**src/logic/sef_defs.vh**
```
`ifndef SEF_DEFS_VH
`define SEF_DEFS_VH

// ----------------------------------------------------------------
// Register offsets
// ----------------------------------------------------------------
`define SEF_ADDR_FLAGS       8'h01
`define SEF_ADDR_AP_FIRST_F0 8'h15
`define SEF_ADDR_AP_LAST_F0  8'h16
`define SEF_ADDR_AP_FIRST_F1 8'h17
`define SEF_ADDR_AP_LAST_F1  8'h18
`define SEF_ADDR_WF_FIRST_F0 8'h19
`define SEF_ADDR_WF_LAST_F0  8'h1A
`define SEF_ADDR_MASK        8'h25

// ----------------------------------------------------------------
// Field layout and reset values
// ----------------------------------------------------------------
`define SEF_FLAG_W           7
`define SEF_LINE_W           11
`define SEF_BIT_END_REF      0
`define SEF_BIT_START_REF    1
`define SEF_BIT_ANC_CSUM     2
`define SEF_BIT_LOCK         3
`define SEF_BIT_PICTURE_CRC  4
`define SEF_BIT_WHOLE_CRC    5
`define SEF_BIT_STD_MISMATCH 6
`define SEF_FLAGS_RST        7'h00
`define SEF_MASK_RST         7'h00
`define SEF_LINE_RST         11'h000
`define SEF_RDATA_RST        16'h0000

// ----------------------------------------------------------------
// Data mode codes
// ----------------------------------------------------------------
`define SEF_MODE_SMPTE       2'h0
`define SEF_MODE_ASI         2'h1
`define SEF_MODE_THROUGH     2'h2

// ----------------------------------------------------------------
// EDH CRC
// ----------------------------------------------------------------
`define SEF_CRC_SEED         16'h0000
`define SEF_CRC_POLY         16'h1021

// ----------------------------------------------------------------
// Standard calculation lines (first, last) per field
// ----------------------------------------------------------------
`define SEF_525_AP_F0_FIRST  11'h015
`define SEF_525_AP_F0_LAST   11'h106
`define SEF_525_AP_F1_FIRST  11'h11C
`define SEF_525_AP_F1_LAST   11'h20C
`define SEF_525_WF_F0_FIRST  11'h00C
`define SEF_525_WF_F0_LAST   11'h107
`define SEF_525_WF_F1_FIRST  11'h113
`define SEF_525_WF_F1_LAST   11'h20D
`define SEF_625_AP_F0_FIRST  11'h018
`define SEF_625_AP_F0_LAST   11'h136
`define SEF_625_AP_F1_FIRST  11'h151
`define SEF_625_AP_F1_LAST   11'h26E
`define SEF_625_WF_F0_FIRST  11'h007
`define SEF_625_WF_F0_LAST   11'h137
`define SEF_625_WF_F1_FIRST  11'h140
`define SEF_625_WF_F1_LAST   11'h270

`endif

```
**src/logic/sef_error_flags.v**
```verilog
// Operation
// - Detection runs only in SMPTE mode; lock loss is watched in every mode.
// - Fault status register at 01h holds one flag per error type.
// - Non-lock flags clear at each field start or on host read.
// - Non-lock flags also clear on standard change, lock loss, manual bypass.
// - Reset forces the whole status register, lock flag included, to zero.
// - Mask register at 25h; a set bit disables that error type.
// - All mask bits are zero after reset.
// - Fault pin is the inverted OR of the flags, idling high.
// - Bit 3 high while lock is low; bits 15-7 read zero.
// - Bit 2 flags an ancillary packet checksum error.
// - Bit 1 flags start reference errors, bit 0 end reference errors.
// - Bit 6 flags payload identifier disagreeing with calculated standard.
// - Whole-field and picture EDH CRCs are computed and compared.
// - Bit 5 whole-field mismatch, bit 4 picture mismatch, shared by fields.
// - CRC mismatches are reported only for correctly received EDH packets.
// - 525 and 625 formats use the standard calculation lines.
// - Other formats use programmed lines (field 1 whole-field follows flywheel), else flywheel timing.
// - Any zero range register selects flywheel timing.
// - Pixel range starts after the start word, ends before the end words.
// - Six writable 11-bit line range registers, reset to zero.
// - Lock indication counts as valid only when high.
// - Timing-based reference errors only with flywheel enable high.
`timescale 1ns/100ps
`include "sef_defs.vh"

module sef_error_flags
(
    input  wire        clk,                       // 125 MHz clock
    input  wire        rst,                       // Synchronous reset, active high
    input  wire [7:0]  reg_addr,                  // Register address
    input  wire [15:0] reg_wdata,                 // Register write data
    input  wire        reg_wr,                    // Write strobe
    input  wire        reg_rd,                    // Read strobe
    output reg  [15:0] reg_rdata,                 // Read data, cycle after strobe
    input  wire [1:0]  data_mode,                 // 0 SMPTE, 1 ASI, 2 pass-through
    input  wire        locked,                    // Lock indication, high = locked
    input  wire        manual_mode,               // Mode selection is manual
    input  wire        video_processing_bypass_n, // Bypass, active low
    input  wire        flywheel_enable,           // Flywheel enable
    input  wire        field_start,               // Pulse at start of each field
    input  wire        std_change,                // Pulse on video standard change
    input  wire        start_ref_hamming_err,     // Pulse, start word code error
    input  wire        start_ref_timing_err,      // Pulse, start word timing error
    input  wire        end_ref_hamming_err,       // Pulse, end word code error
    input  wire        end_ref_timing_err,        // Pulse, end word timing error
    input  wire        anc_csum_err,              // Pulse, ancillary checksum error
    input  wire        payload_id_valid,          // Pulse, payload identifier received
    input  wire [7:0]  payload_id_std,            // Standard in payload identifier
    input  wire [7:0]  calc_std,                  // Standard calculated locally
    input  wire [9:0]  video_data,                // Received video word
    input  wire        video_valid,               // Video word strobe
    input  wire        start_ref_seen,            // Pulse on last start reference word
    input  wire        end_ref_seen,              // Pulse on first end reference word
    input  wire        field_id,                  // Current field, 0 or 1
    input  wire [10:0] line_num,                  // Current line number
    input  wire        fmt_525,                   // Flywheel sees 525-line format
    input  wire        fmt_625,                   // Flywheel sees 625-line format
    input  wire        fw_picture_line,           // Flywheel: line in picture range
    input  wire        fw_whole_line,             // Flywheel: line in whole-field range
    input  wire        edh_rx_ok,                 // Pulse, EDH packet received correctly
    input  wire        edh_picture_valid,         // Received picture CRC is valid
    input  wire        edh_whole_valid,           // Received whole-field CRC is valid
    input  wire [15:0] edh_picture_crc,           // Received picture CRC
    input  wire [15:0] edh_whole_crc,             // Received whole-field CRC
    output reg         data_error_n               // Fault pin, low on any flag
);

// ----------------------------------------------------------------
// Functions
// ----------------------------------------------------------------
    function [15:0] crc_step;
        input [15:0] crc;
        input [9:0]  word;
        integer      i;
        reg   [15:0] c;
        begin
            c = crc;
            for (i = 9; i >= 0; i = i - 1)
            begin
                if (c[15] ^ word[i])
                    c = {c[14:0], 1'b0} ^ `SEF_CRC_POLY;
                else
                    c = {c[14:0], 1'b0};
            end
            crc_step = c;
        end
    endfunction

    function line_in;
        input [10:0] line;
        input [10:0] first;
        input [10:0] last;
        begin
            line_in = (line >= first) && (line <= last);
        end
    endfunction

// ----------------------------------------------------------------
// Registers
// ----------------------------------------------------------------
    reg  [6:0]  flags_r;
    reg  [6:0]  flags_nxt;
    reg  [6:0]  mask_r;
    reg  [10:0] ap_first_line_field0_r;
    reg  [10:0] ap_last_line_field0_r;
    reg  [10:0] ap_first_line_field1_r;
    reg  [10:0] ap_last_line_field1_r;
    reg  [10:0] whole_field_first_line_field0_r;
    reg  [10:0] whole_field_last_line_field0_r;
    reg  [15:0] rdata_nxt;
    reg         pixel_win_r;
    reg  [15:0] picture_crc_r;
    reg  [15:0] whole_crc_r;
    reg  [15:0] picture_held_r;
    reg  [15:0] whole_held_r;

    wire        smpte_on;
    wire        flags_rd;
    wire        clear_fld;
    wire        prog_ok;
    wire [6:0]  event_raw;
    wire [6:0]  event_det;
    wire        start_ref_err;
    wire        end_ref_err;
    wire        picture_mis;
    wire        whole_mis;
    wire        pixel_take;
    reg         picture_line;
    reg         whole_line;

    assign smpte_on = (data_mode == `SEF_MODE_SMPTE);
    assign flags_rd = reg_rd && (reg_addr == `SEF_ADDR_FLAGS);

// ----------------------------------------------------------------
// Register write port
// ----------------------------------------------------------------
    always @(posedge clk)
    begin
        if (rst)
        begin
            mask_r                          <= `SEF_MASK_RST;
            ap_first_line_field0_r          <= `SEF_LINE_RST;
            ap_last_line_field0_r           <= `SEF_LINE_RST;
            ap_first_line_field1_r          <= `SEF_LINE_RST;
            ap_last_line_field1_r           <= `SEF_LINE_RST;
            whole_field_first_line_field0_r <= `SEF_LINE_RST;
            whole_field_last_line_field0_r  <= `SEF_LINE_RST;
        end
        else if (reg_wr)
        begin
            case (reg_addr)
                `SEF_ADDR_MASK:        mask_r <= reg_wdata[6:0];
                `SEF_ADDR_AP_FIRST_F0: ap_first_line_field0_r <= reg_wdata[10:0];
                `SEF_ADDR_AP_LAST_F0:  ap_last_line_field0_r <= reg_wdata[10:0];
                `SEF_ADDR_AP_FIRST_F1: ap_first_line_field1_r <= reg_wdata[10:0];
                `SEF_ADDR_AP_LAST_F1:  ap_last_line_field1_r <= reg_wdata[10:0];
                `SEF_ADDR_WF_FIRST_F0: whole_field_first_line_field0_r <= reg_wdata[10:0];
                `SEF_ADDR_WF_LAST_F0:  whole_field_last_line_field0_r <= reg_wdata[10:0];
                default:               mask_r <= mask_r;
            endcase
        end
    end

// ----------------------------------------------------------------
// Register read port
// ----------------------------------------------------------------
    always @*
    begin
        rdata_nxt = 16'h0000;
        case (reg_addr)
            `SEF_ADDR_FLAGS:       rdata_nxt = {9'h000, flags_r};
            `SEF_ADDR_MASK:        rdata_nxt = {9'h000, mask_r};
            `SEF_ADDR_AP_FIRST_F0: rdata_nxt = {5'h00, ap_first_line_field0_r};
            `SEF_ADDR_AP_LAST_F0:  rdata_nxt = {5'h00, ap_last_line_field0_r};
            `SEF_ADDR_AP_FIRST_F1: rdata_nxt = {5'h00, ap_first_line_field1_r};
            `SEF_ADDR_AP_LAST_F1:  rdata_nxt = {5'h00, ap_last_line_field1_r};
            `SEF_ADDR_WF_FIRST_F0: rdata_nxt = {5'h00, whole_field_first_line_field0_r};
            `SEF_ADDR_WF_LAST_F0:  rdata_nxt = {5'h00, whole_field_last_line_field0_r};
            default:               rdata_nxt = 16'h0000;
        endcase
    end

    // Data stand only in the cycle after the read strobe
    always @(posedge clk)
    begin
        if (rst)
            reg_rdata <= `SEF_RDATA_RST;
        else if (reg_rd)
            reg_rdata <= rdata_nxt;
        else
            reg_rdata <= `SEF_RDATA_RST;
    end

// ----------------------------------------------------------------
// Calculation line ranges
// ----------------------------------------------------------------
    assign prog_ok = (ap_first_line_field0_r != 11'h000)
                  && (ap_last_line_field0_r != 11'h000)
                  && (ap_first_line_field1_r != 11'h000)
                  && (ap_last_line_field1_r != 11'h000)
                  && (whole_field_first_line_field0_r != 11'h000)
                  && (whole_field_last_line_field0_r != 11'h000);

    always @*
    begin
        picture_line = fw_picture_line;
        whole_line   = fw_whole_line;
        if (fmt_525)
        begin
            if (field_id)
            begin
                picture_line = line_in(line_num, `SEF_525_AP_F1_FIRST, `SEF_525_AP_F1_LAST);
                whole_line   = line_in(line_num, `SEF_525_WF_F1_FIRST, `SEF_525_WF_F1_LAST);
            end
            else
            begin
                picture_line = line_in(line_num, `SEF_525_AP_F0_FIRST, `SEF_525_AP_F0_LAST);
                whole_line   = line_in(line_num, `SEF_525_WF_F0_FIRST, `SEF_525_WF_F0_LAST);
            end
        end
        else if (fmt_625)
        begin
            if (field_id)
            begin
                picture_line = line_in(line_num, `SEF_625_AP_F1_FIRST, `SEF_625_AP_F1_LAST);
                whole_line   = line_in(line_num, `SEF_625_WF_F1_FIRST, `SEF_625_WF_F1_LAST);
            end
            else
            begin
                picture_line = line_in(line_num, `SEF_625_AP_F0_FIRST, `SEF_625_AP_F0_LAST);
                whole_line   = line_in(line_num, `SEF_625_WF_F0_FIRST, `SEF_625_WF_F0_LAST);
            end
        end
        else if (prog_ok)
        begin
            if (field_id)
            begin
                picture_line = line_in(line_num, ap_first_line_field1_r,
                                       ap_last_line_field1_r);
                // Field 1 whole-field lines follow the flywheel
                whole_line   = fw_whole_line;
            end
            else
            begin
                picture_line = line_in(line_num, ap_first_line_field0_r,
                                       ap_last_line_field0_r);
                whole_line   = line_in(line_num, whole_field_first_line_field0_r,
                                       whole_field_last_line_field0_r);
            end
        end
    end

// ----------------------------------------------------------------
// Pixel window and CRC accumulation
// ----------------------------------------------------------------
    // Open after the start reference, closed at the first end word
    always @(posedge clk)
    begin
        if (rst)
            pixel_win_r <= 1'b0;
        else if (end_ref_seen)
            pixel_win_r <= 1'b0;
        else if (start_ref_seen)
            pixel_win_r <= 1'b1;
    end

    assign pixel_take = video_valid && pixel_win_r && !end_ref_seen && smpte_on;

    always @(posedge clk)
    begin
        if (rst)
        begin
            picture_crc_r  <= `SEF_CRC_SEED;
            whole_crc_r    <= `SEF_CRC_SEED;
            picture_held_r <= `SEF_CRC_SEED;
            whole_held_r   <= `SEF_CRC_SEED;
        end
        else if (field_start)
        begin
            // Finished field result waits for its EDH packet
            picture_held_r <= picture_crc_r;
            whole_held_r   <= whole_crc_r;
            picture_crc_r  <= `SEF_CRC_SEED;
            whole_crc_r    <= `SEF_CRC_SEED;
        end
        else if (pixel_take)
        begin
            if (picture_line)
                picture_crc_r <= crc_step(picture_crc_r, video_data);
            if (whole_line)
                whole_crc_r <= crc_step(whole_crc_r, video_data);
        end
    end

    assign picture_mis = edh_rx_ok && edh_picture_valid
                      && (edh_picture_crc != picture_held_r);
    assign whole_mis   = edh_rx_ok && edh_whole_valid
                      && (edh_whole_crc != whole_held_r);

// ----------------------------------------------------------------
// Error events
// ----------------------------------------------------------------
    assign start_ref_err = start_ref_hamming_err
                        || (start_ref_timing_err && flywheel_enable);
    assign end_ref_err   = end_ref_hamming_err
                        || (end_ref_timing_err && flywheel_enable);

    assign event_raw[`SEF_BIT_END_REF]      = end_ref_err;
    assign event_raw[`SEF_BIT_START_REF]    = start_ref_err;
    assign event_raw[`SEF_BIT_ANC_CSUM]     = anc_csum_err;
    assign event_raw[`SEF_BIT_LOCK]         = !locked;
    assign event_raw[`SEF_BIT_PICTURE_CRC]  = picture_mis;
    assign event_raw[`SEF_BIT_WHOLE_CRC]    = whole_mis;
    assign event_raw[`SEF_BIT_STD_MISMATCH] = payload_id_valid
                                           && (payload_id_std != calc_std);

    // Mode gate and mask gate for each flag except lock, which has the mask gate only
    genvar g;
    generate
        for (g = 0; g < `SEF_FLAG_W; g = g + 1)
        begin : gate_gen
            if (g == `SEF_BIT_LOCK)
            begin : lock_gen
                assign event_det[g] = event_raw[g] && !mask_r[g];
            end
            else
            begin : smpte_gen
                assign event_det[g] = event_raw[g] && smpte_on && !mask_r[g];
            end
        end
    endgenerate

// ----------------------------------------------------------------
// Fault status flags
// ----------------------------------------------------------------
    assign clear_fld = field_start || flags_rd
                    || std_change || !locked
                    || (manual_mode && !video_processing_bypass_n);

    always @*
    begin
        flags_nxt = flags_r;
        if (clear_fld)
            flags_nxt = flags_r & (7'h01 << `SEF_BIT_LOCK);
        // Lock flag tracks the lock indication
        flags_nxt[`SEF_BIT_LOCK] = event_det[`SEF_BIT_LOCK];
        // New events win over any clear
        flags_nxt = flags_nxt | event_det;
    end

    always @(posedge clk)
    begin
        if (rst)
        begin
            flags_r      <= `SEF_FLAGS_RST;
            data_error_n <= 1'b1;
        end
        else
        begin
            flags_r      <= flags_nxt;
            data_error_n <= ~(|flags_nxt);
        end
    end

endmodule // sef_error_flags

```
**config.mk**
```make
export PLATFORM = sky130hd
export DESIGN_NAME = sef_error_flags
export DESIGN_NICKNAME = d
export VERILOG_FILES = /design/src/logic/sef_error_flags.v
export VERILOG_INCLUDE_DIRS = /design/src /design/src/logic
export SDC_FILE = /design/constraint.sdc
export NUM_CORES = 1
export LEC_CHECK = 0
export ABC_AREA = 0
export BUFFER_PORTS_ARGS = -buffer_cell sky130_fd_sc_hd__clkbuf_2
export CAP_MARGIN = 20
export CORE_ASPECT_RATIO = 0.9
export CORE_MARGIN = 1.5
export CORE_UTILIZATION = 30
export CTS_CLUSTER_SIZE = 14
export DETAILED_ROUTE_END_ITERATION = 12
export SLEW_MARGIN = 40
export SYNTH_ARGS = -nofsm -noshare
export SYNTH_HDL_FRONTEND = slang
export SYNTH_SLANG_ARGS = --single-unit
```
**constraint.sdc**
```tcl
create_clock -name clk -period 3.85 [get_ports clk]
set_input_delay 0.385 -clock clk [delete_from_list [all_inputs] [get_ports clk]]
set_output_delay 0.385 -clock clk [all_outputs]
set_load 0.1 [all_outputs]
```
==> results of run 1 <==
==> worst max-delay path: stages (launching register included) <==
cell      delay, ns
dfxtp_1        0.48
inv_1          0.09
ha_1           0.31
a21oi_1        0.17
o21ai_0        0.11
nor4_1         0.36
o21ai_0        0.15
a211oi_1       0.42
o41ai_4        0.13
buf_4          0.25
mux2i_1        0.16
==> cells by family (layout without fill, tap and decap cells) <==
group | after synthesis | in the layout | synth area share [%]
compound gates | 216 | 216 | 14.9
xor+xnor | 101 | 101 | 9.34
fa+ha+maj | 66 | 66 | 8.72
buf+inv | 132 | 245 | 5.92
flops | 157 | 157 | 33.2
mux | 64 | 64 | 6.76
other cells | 1 | 5 | 0.0396
simple gates | 422 | 422 | 21.1
==> layout by cell type (no fill, tap or decap), types with 24 or more instances in the layout <==
cell type  Yosys  routed
nand2_1      170     170
dfxtp_1      157     157
clkbuf_2       0     127
a21oi_1      100     100
nand3_1       91      91
xnor2_1       86      86
inv_1         66      66
ha_1          66      66
mux2i_1       64      64
nor2_1        59      58
nand4_1       24      24
==> synth_stat cells (5+ instances only) <==
master / n / share of area (%)
a211oi_1: 6 / 0.48
a21oi_1: 100 / 5.3
a221oi_1: 7 / 0.65
a22o_1: 10 / 0.92
a22oi_1: 17 / 1.3
a31oi_1: 15 / 0.99
and3_1: 7 / 0.46
buf_2: 10 / 0.53
buf_4: 5 / 0.40
clkbuf_1: 44 / 1.7
dfxtp_1: 157 / 33
ha_1: 66 / 8.7
inv_1: 66 / 2.6
mux2i_1: 64 / 6.8
nand2_1: 170 / 6.7
nand2b_1: 5 / 0.33
nand3_1: 91 / 4.8
nand3b_1: 5 / 0.40
nand4_1: 24 / 1.6
nor2_1: 59 / 2.3
nor3_1: 14 / 0.74
nor4_1: 21 / 1.4
o211ai_1: 6 / 0.48
o21ai_0: 18 / 0.95
xnor2_1: 86 / 7.9
xor2_1: 15 / 1.4
==> flip-flops by register name (all words and copies together), names as in the netlist <==
register / flops
ap_first_line_field0_r: 11
ap_first_line_field1_r: 11
ap_last_line_field0_r: 11
ap_last_line_field1_r: 11
data_error_n: 1
flags_r: 7
mask_r: 7
picture_crc_r: 16
picture_held_r: 16
pixel_win_r: 1
reg_rdata: 11
whole_crc_r: 16
whole_field_first_line_field0_r: 11
whole_field_last_line_field0_r: 11
whole_held_r: 16
==> cell type report <==
class / count / area (um^2) / share of cell area, %
Timing Repair Buffer: 147 / 810 / 7.30
Sequential cell: 157 / 3140 / 28.3
Clock inverter: 13 / 116 / 1.05
Inverter: 66 / 248 / 2.23
Multi-Input combinational cell: 874 / 5810 / 52.4
Tap cell: 409 / 512 / 4.61
Clock buffer: 19 / 453 / 4.08
==> worst max path at each step <==
| stage | from | to | slack, ns |
|---|---|---|---|
| 3_5_place_dp | line_num[8] | whole_crc_r[1] | 0.79 |
| 4_1_cts | whole_field_last_line_field0_r[10] | whole_crc_r[1] | 1.07 |
| 6_report | whole_field_last_line_field0_r[10] | whole_crc_r[1] | 1.07 |
| 3_3_place_gp | line_num[0] | picture_crc_r[11] | 0.83 |
| 5_1_grt | whole_field_last_line_field0_r[10] | whole_crc_r[1] | 0.84 |
| 2_1_floorplan | line_num[0] | whole_crc_r[10] | 1.39 |
==> report_power, final <==
group          switching [uW]  internal (uW)  total (uW)
logic                     298            180         478
registers                3.67           1630        1630
clock network             785            886        1670
total                    1090           2690        3780
==> layer usage <==
metal	GRT usage (%)	share of wire, %
met1	23.7	45
met2	29.5	47
met3	3.10	6.3
met4	5.61	2.3
met5	0	0
==> through the flow <==
step           setup slack [ns]  cell area (um^2)  std cells
6_report                   1.07             11100       1685
5_1_grt                   0.836             11100       1685
4_1_cts                    1.07             11100       1684
3_5_place_dp              0.788             10500       1652
3_3_place_gp              0.830             10500       1652
2_1_floorplan              1.39              9490       1163
==> results.sh, run 1 <==
export IMPL_maxSlewViolCount=0
export IMPL_post_route_period_util_pct=72.3
export IMPL_total_leakage_power_uw=0.00417
export IMPL_grt_first_pass_wirelength_mm=45.1
export IMPL_cp_arrival_ns=3.09
export IMPL_synth_main_ff_cell="dfxtp_1"
export IMPL_postCtsHoldBufs=0
export IMPL_port_buffers=128
export IMPL_holdPathStages=2
export IMPL_postLayoutCoreUtil_pct=35.8
export IMPL_fp_row_count=61
export IMPL_io_pins=139
export IMPL_outcome="completed"
export IMPL_areaGrowthSynthToFinish_pct=17.1
export IMPL_final_antenna_net_count=0
export IMPL_grt_antenna_before_repair=0
export IMPL_globalRouteTotalUtil_pct=17.9
export IMPL_min_period_ns=2.78
export IMPL_finClkSkew_ns=0.0141
export IMPL_worstReg2RegEnd="whole_crc_r[1]"
export IMPL_start_util_pct=30.6
export IMPL_syn_cell_area_mm2=0.00948
export IMPL_grt_max_degree=80
export IMPL_peakVddDrop_mv=0.347
export IMPL_tns_ns=0
export IMPL_maxSlewHeadroom_pct=55.8
export IMPL_diodes=0
export IMPL_place_hpwl_mm=22.0
export IMPL_totalPowerFinal_uw=3780
export IMPL_grt_overflow=0
export IMPL_via_count=8897
export IMPL_maxCapViolCount=0
export IMPL_dieWidth_um=190
export IMPL_r2r_cells=10
export IMPL_hold_path_class="input port to register"
export IMPL_root_buffer="clkbuf_16"
export IMPL_wl_per_cell_um=17.5
export IMPL_coreArea_mm2=0.0310
export IMPL_nets=1451
export IMPL_via_per_inst=5.28
export IMPL_end_kind="register"
export IMPL_rsz0062_at_grt="false"
export IMPL_ys_ff_latch=157
export IMPL_cts_sinks=157
export IMPL_routed_wl_mm=29.5
export IMPL_netlist_instances=1159
export IMPL_die_area_mm2=0.0327
export IMPL_fp_dieH_um=172
export IMPL_tightest_slew_ns=0.658
export IMPL_nFillCells=3309
export IMPL_powerDensity_mw_per_mm2=341
export IMPL_drcViolationCount=0
export IMPL_clock_latency_ns=0.45
export IMPL_whs_ns=0.113
export IMPL_critPathMaxFanout=16
export IMPL_synth_cell_types=70
export IMPL_postSynthAreaPerCell_um2=8.18
export IMPL_min_from="end_ref_seen"
export IMPL_min_to="pixel_win_r"
export IMPL_yosysWarnings=0
export IMPL_setup_viol=0
export IMPL_ctsResizeCount=0
export IMPL_hold_viol_final=0
export IMPL_cts_tree="yes"
export IMPL_fmax_mhz=359
export IMPL_worstSetupPathType="register to register"
export IMPL_place_congestion=0.876
export IMPL_crit_path_start_kind="register"
export IMPL_regToRegSetupSlack_ns=1.07
export IMPL_cts_max_path_buffers=2
export IMPL_layout_drive_gt1_share_pct=15.4
export IMPL_firstDrtPassIters=6
export IMPL_reg2reg_from="whole_field_last_line_field0_r[10]"
export IMPL_h_tree_depth=4
export IMPL_crit_required_ns=4.16
export IMPL_numCtsBuffers=17
export IMPL_clkTransAtPathRegs_ns=0.07
export IMPL_drt_initial_drc_count=687
export IMPL_synth_edf_count=0
export IMPL_grt_pass1_vias=8237
export IMPL_cts_setup_buffers=0
export IMPL_async_flop_share_pct=0
export IMPL_ys_seq_area_share_pct=33.2
No activity file was read; power rests on OpenSTA's default activity.
==> run 2: changes to the inputs <==
- ABC_AREA: 0 -> 1
- clock period: 3.85 -> 2.8 ns (I/O delays scaled with it)
==> run 2 against run 1 <==
Against the previous run:
- combinational power is 57% higher
- fmax grew 20%
- via count is 3.4% higher
- critical endpoint is now whole_crc_r[0]
- largest power group unchanged
- highest routed layer unchanged
==> results.sh, run 2 <==
export IMPL_setup_viol=0
export IMPL_ctsResizeCount=0
export IMPL_max_stage_delay_ns=0.36
export IMPL_yosysWarnings=0
export IMPL_fmax_mhz=432
export IMPL_nets=1631
export IMPL_tightest_slew_ns=0.717
export IMPL_grt_max_degree=42
export IMPL_yosysMostFrequentCell="nor2_1"
export IMPL_postLayoutCoreUtil_pct=36.1
export IMPL_place_congestion=0.868
export IMPL_grt_pass1_vias=8495
export IMPL_netlist_instances=1328
export IMPL_wl_per_cell_um=16.2
export IMPL_fp_dieH_um=173
export IMPL_powerDensity_mw_per_mm2=492
export IMPL_dpl_cell_count=1833
export IMPL_postCtsHoldBufs=0
export IMPL_cts_setup_buffers=0
export IMPL_crit_path_frequent_cell="nand2_1"
export IMPL_rsz0062_at_grt="false"
export IMPL_cp_arrival_ns=2.65
export IMPL_drcViolationCount=0
export IMPL_via_per_inst=4.93
export IMPL_end_kind="register"
export IMPL_cts_tree="yes"
export IMPL_globalRouteTotalUtil_pct=18.4
export IMPL_async_flop_share_pct=0
export IMPL_synth_area_leader_cell="dfxtp_1"
export IMPL_hold_viol_final=0
export IMPL_postPlaceCellArea_mm2=0.0106
export IMPL_diodes=0
export IMPL_ys_top_cells_by_area="dfxtp_1 33%, nor2_1 8.8%, ha_1 8.6%, nand2_1 6.1%, a21oi_1 5.7%"
export IMPL_cp_num_buf_inv=2
export IMPL_grt_antenna_before_repair=0
export IMPL_nFillCells=3336
export IMPL_synth_main_ff_cell="dfxtp_1"
export IMPL_synth_cell_types=45
export IMPL_maxSlewViolCount=0
export IMPL_crit_path_top_delay_cell="dfxtp_1"
export IMPL_peakVddDrop_mv=0.361
export IMPL_place_hpwl_mm=23.1
export IMPL_min_period_ns=2.32
export IMPL_maxSlewHeadroom_pct=52.1
export IMPL_firstDrtPassIters=5
export IMPL_yosys_top_cells_count="226 x nor2_1, 157 x dfxtp_1, 155 x nand2_1, 142 x inv_1, 110 x a21oi_1"
export IMPL_crit_family="simple AND/OR/NAND/NOR gates"
export IMPL_total_leakage_power_uw=0.00463
export IMPL_drt_initial_drc_count=865
export IMPL_layout_drive_gt1_share_pct=14.1
export IMPL_maxCapViolCount=0
export IMPL_fin_cells=1865
export IMPL_p_sw_uw=1550
export IMPL_routed_wl_mm=30.2
export IMPL_postSynthAreaPerCell_um2=7.22
export IMPL_ys_ff_latch=157
export IMPL_crit_required_ns=3.13
export IMPL_h_tree_depth=4
export IMPL_worstPathCellList="inv_1 -> ha_1 -> nand2_1 -> inv_1 -> o21ai_0 -> nand2_1 -> nand2_1 -> nand3_1 -> o21ai_0 -> nand3_1 -> nand2_1 -> nand2_1 -> nand2_1 -> nand2_2 -> o21ai_0 -> nor2_1"
export IMPL_crit_path_start_kind="register"
export IMPL_final_cell_area_mm2=0.0112
export IMPL_root_buffer="clkbuf_16"
export IMPL_numCtsBuffers=17
export IMPL_die_area_mm2=0.0330
export IMPL_p_comb_share_pct=13.6
export IMPL_port_buffers=128
export IMPL_synth_edf_count=0
export IMPL_hold_path_class="input port to register"
export IMPL_multi_input_area_mm2=0.00561
export IMPL_ys_seq_area_share_pct=32.8
export IMPL_final_antenna_net_count=0
export IMPL_tns_ns=0
export IMPL_io_pins=139
export IMPL_grt_first_pass_wirelength_mm=47.3
export IMPL_final_common_cell="nor2_1"
export IMPL_p_sw_share_pct=28.1
export IMPL_finClkSkew_ns=0.0162
export IMPL_grt_overflow=0
export IMPL_power_frac_seq_pct=41.3
export IMPL_coreArea_mm2=0.0311
export IMPL_clkTransAtPathRegs_ns=0.07
export IMPL_outcome="completed"
export IMPL_critPathMaxFanout=13
export IMPL_fp_row_count=61
export IMPL_dieWidth_um=191
export IMPL_start_util_pct=30.8
export IMPL_clkPwrFrac_pct=45.1
export IMPL_power_internal_uw=3970
export IMPL_cts_sinks=157
export IMPL_via_count=9196
export IMPL_areaGrowthSynthToFinish_pct=17.2
export IMPL_clock_latency_ns=0.43
export IMPL_worstSetupPathType="register to register"
export IMPL_syn_cell_area_mm2=0.00959
export IMPL_netlist_area_leader_share_pct=32.8
export IMPL_final_cell_mix="226 x nor2_1, 157 x dfxtp_1, 155 x nand2_1, 142 x inv_1, 128 x clkbuf_2"
export IMPL_post_route_period_util_pct=82.7
export IMPL_cts_max_path_buffers=2
export IMPL_regArea_mm2=0.00314
## run 2: changes by cell type in the layout (fill, tap and decap cells not counted), sizes merged, moves of 12 or more
| cell | change |
|---|---|
| a22oi | -17 |
| a21oi | +15 |
| xor2 | +22 |
| a31oi | -12 |
| nor2 | +171 |
| o21ai | +84 |
| nand3 | -32 |
| nor4 | -20 |
| inv | +78 |
| mux2i | -64 |
| o22ai | +26 |
| a211oi | +26 |
| xnor2 | -29 |
| nand2 | -13 |
## run 2: metrics by stage
| stage | hold slack [ns] | power (uW) | worst slack (ns) |
|---|---|---|---|
| global placement | 0.465 | 3070 | 0.266 |
| finish | 0.0309 | 5520 | 0.484 |
| floorplan | 0.359 | 2800 | 0.901 |
| global route | 0.0348 | 5750 | 0.147 |
| CTS | 0.0195 | 5560 | 0.516 |
| detailed placement | 0.472 | 3080 | 0.261 |
## run 2: cell families after synthesis
| family | Yosys count | share of synthesized area [%] |
|---|---|---|
| and+or+nand+nor | 497 | 21.7 |
| AOI/OAI and AO/OA | 314 | 19.3 |
| buffers and inverters | 199 | 8.85 |
| DFF | 157 | 32.8 |
| xor gates and xnor gates | 94 | 8.74 |
| adders and majority gates | 66 | 8.61 |
| other | 1 | 0.0391 |
## run 2: metal layers
layer | routed length (um) | up-vias | global-route usage, % | share of wire, %
met4 | 539 | 0 | 5.27 | 1.8
met3 | 1780 | 39 | 2.33 | 5.9
met2 | 13100 | 257 | 28.1 | 43
met1 | 14800 | 4222 | 27.0 | 49
met5 | 0 | - | 0 | 0
li1 | - | 4678 | - | -
## run 2: path summary, 6_finish.rpt
kind,from,end,slack (ns),depth (start not counted)
worst max-delay path,whole_field_last_line_field0_r[4],whole_crc_r[0],0.48,16
worst min-delay path,end_ref_seen,pixel_win_r,0.03,2
worst max register to register,whole_field_last_line_field0_r[4],whole_crc_r[0],0.48,16
worst min register to register,picture_held_r[12],picture_held_r[12],0.49,2
## run 2: cell type report
| cell class | instances | area share [%] |
|---|---|---|
| Clock buffer | 17 | 3.79 |
| Clock inverter | 15 | 1.78 |
| Inverter | 146 | 4.88 |
| Multi-Input combinational cell | 976 | 50.0 |
| Sequential cell | 157 | 28.0 |
| Tap cell | 409 | 4.56 |
| Timing Repair Buffer | 145 | 7.06 |
## run 2: power by group through the flow
stage / sequential, uW / clock, uW / combinational [uW]
3_5_place_dp: 2330 / 0 / 743
4_1_cts: 2280 / 2530 / 748
6_report: 2280 / 2490 / 749
5_1_grt: 2280 / 2630 / 835
2_1_floorplan: 2340 / 0 / 465
3_3_place_gp: 2330 / 0 / 736
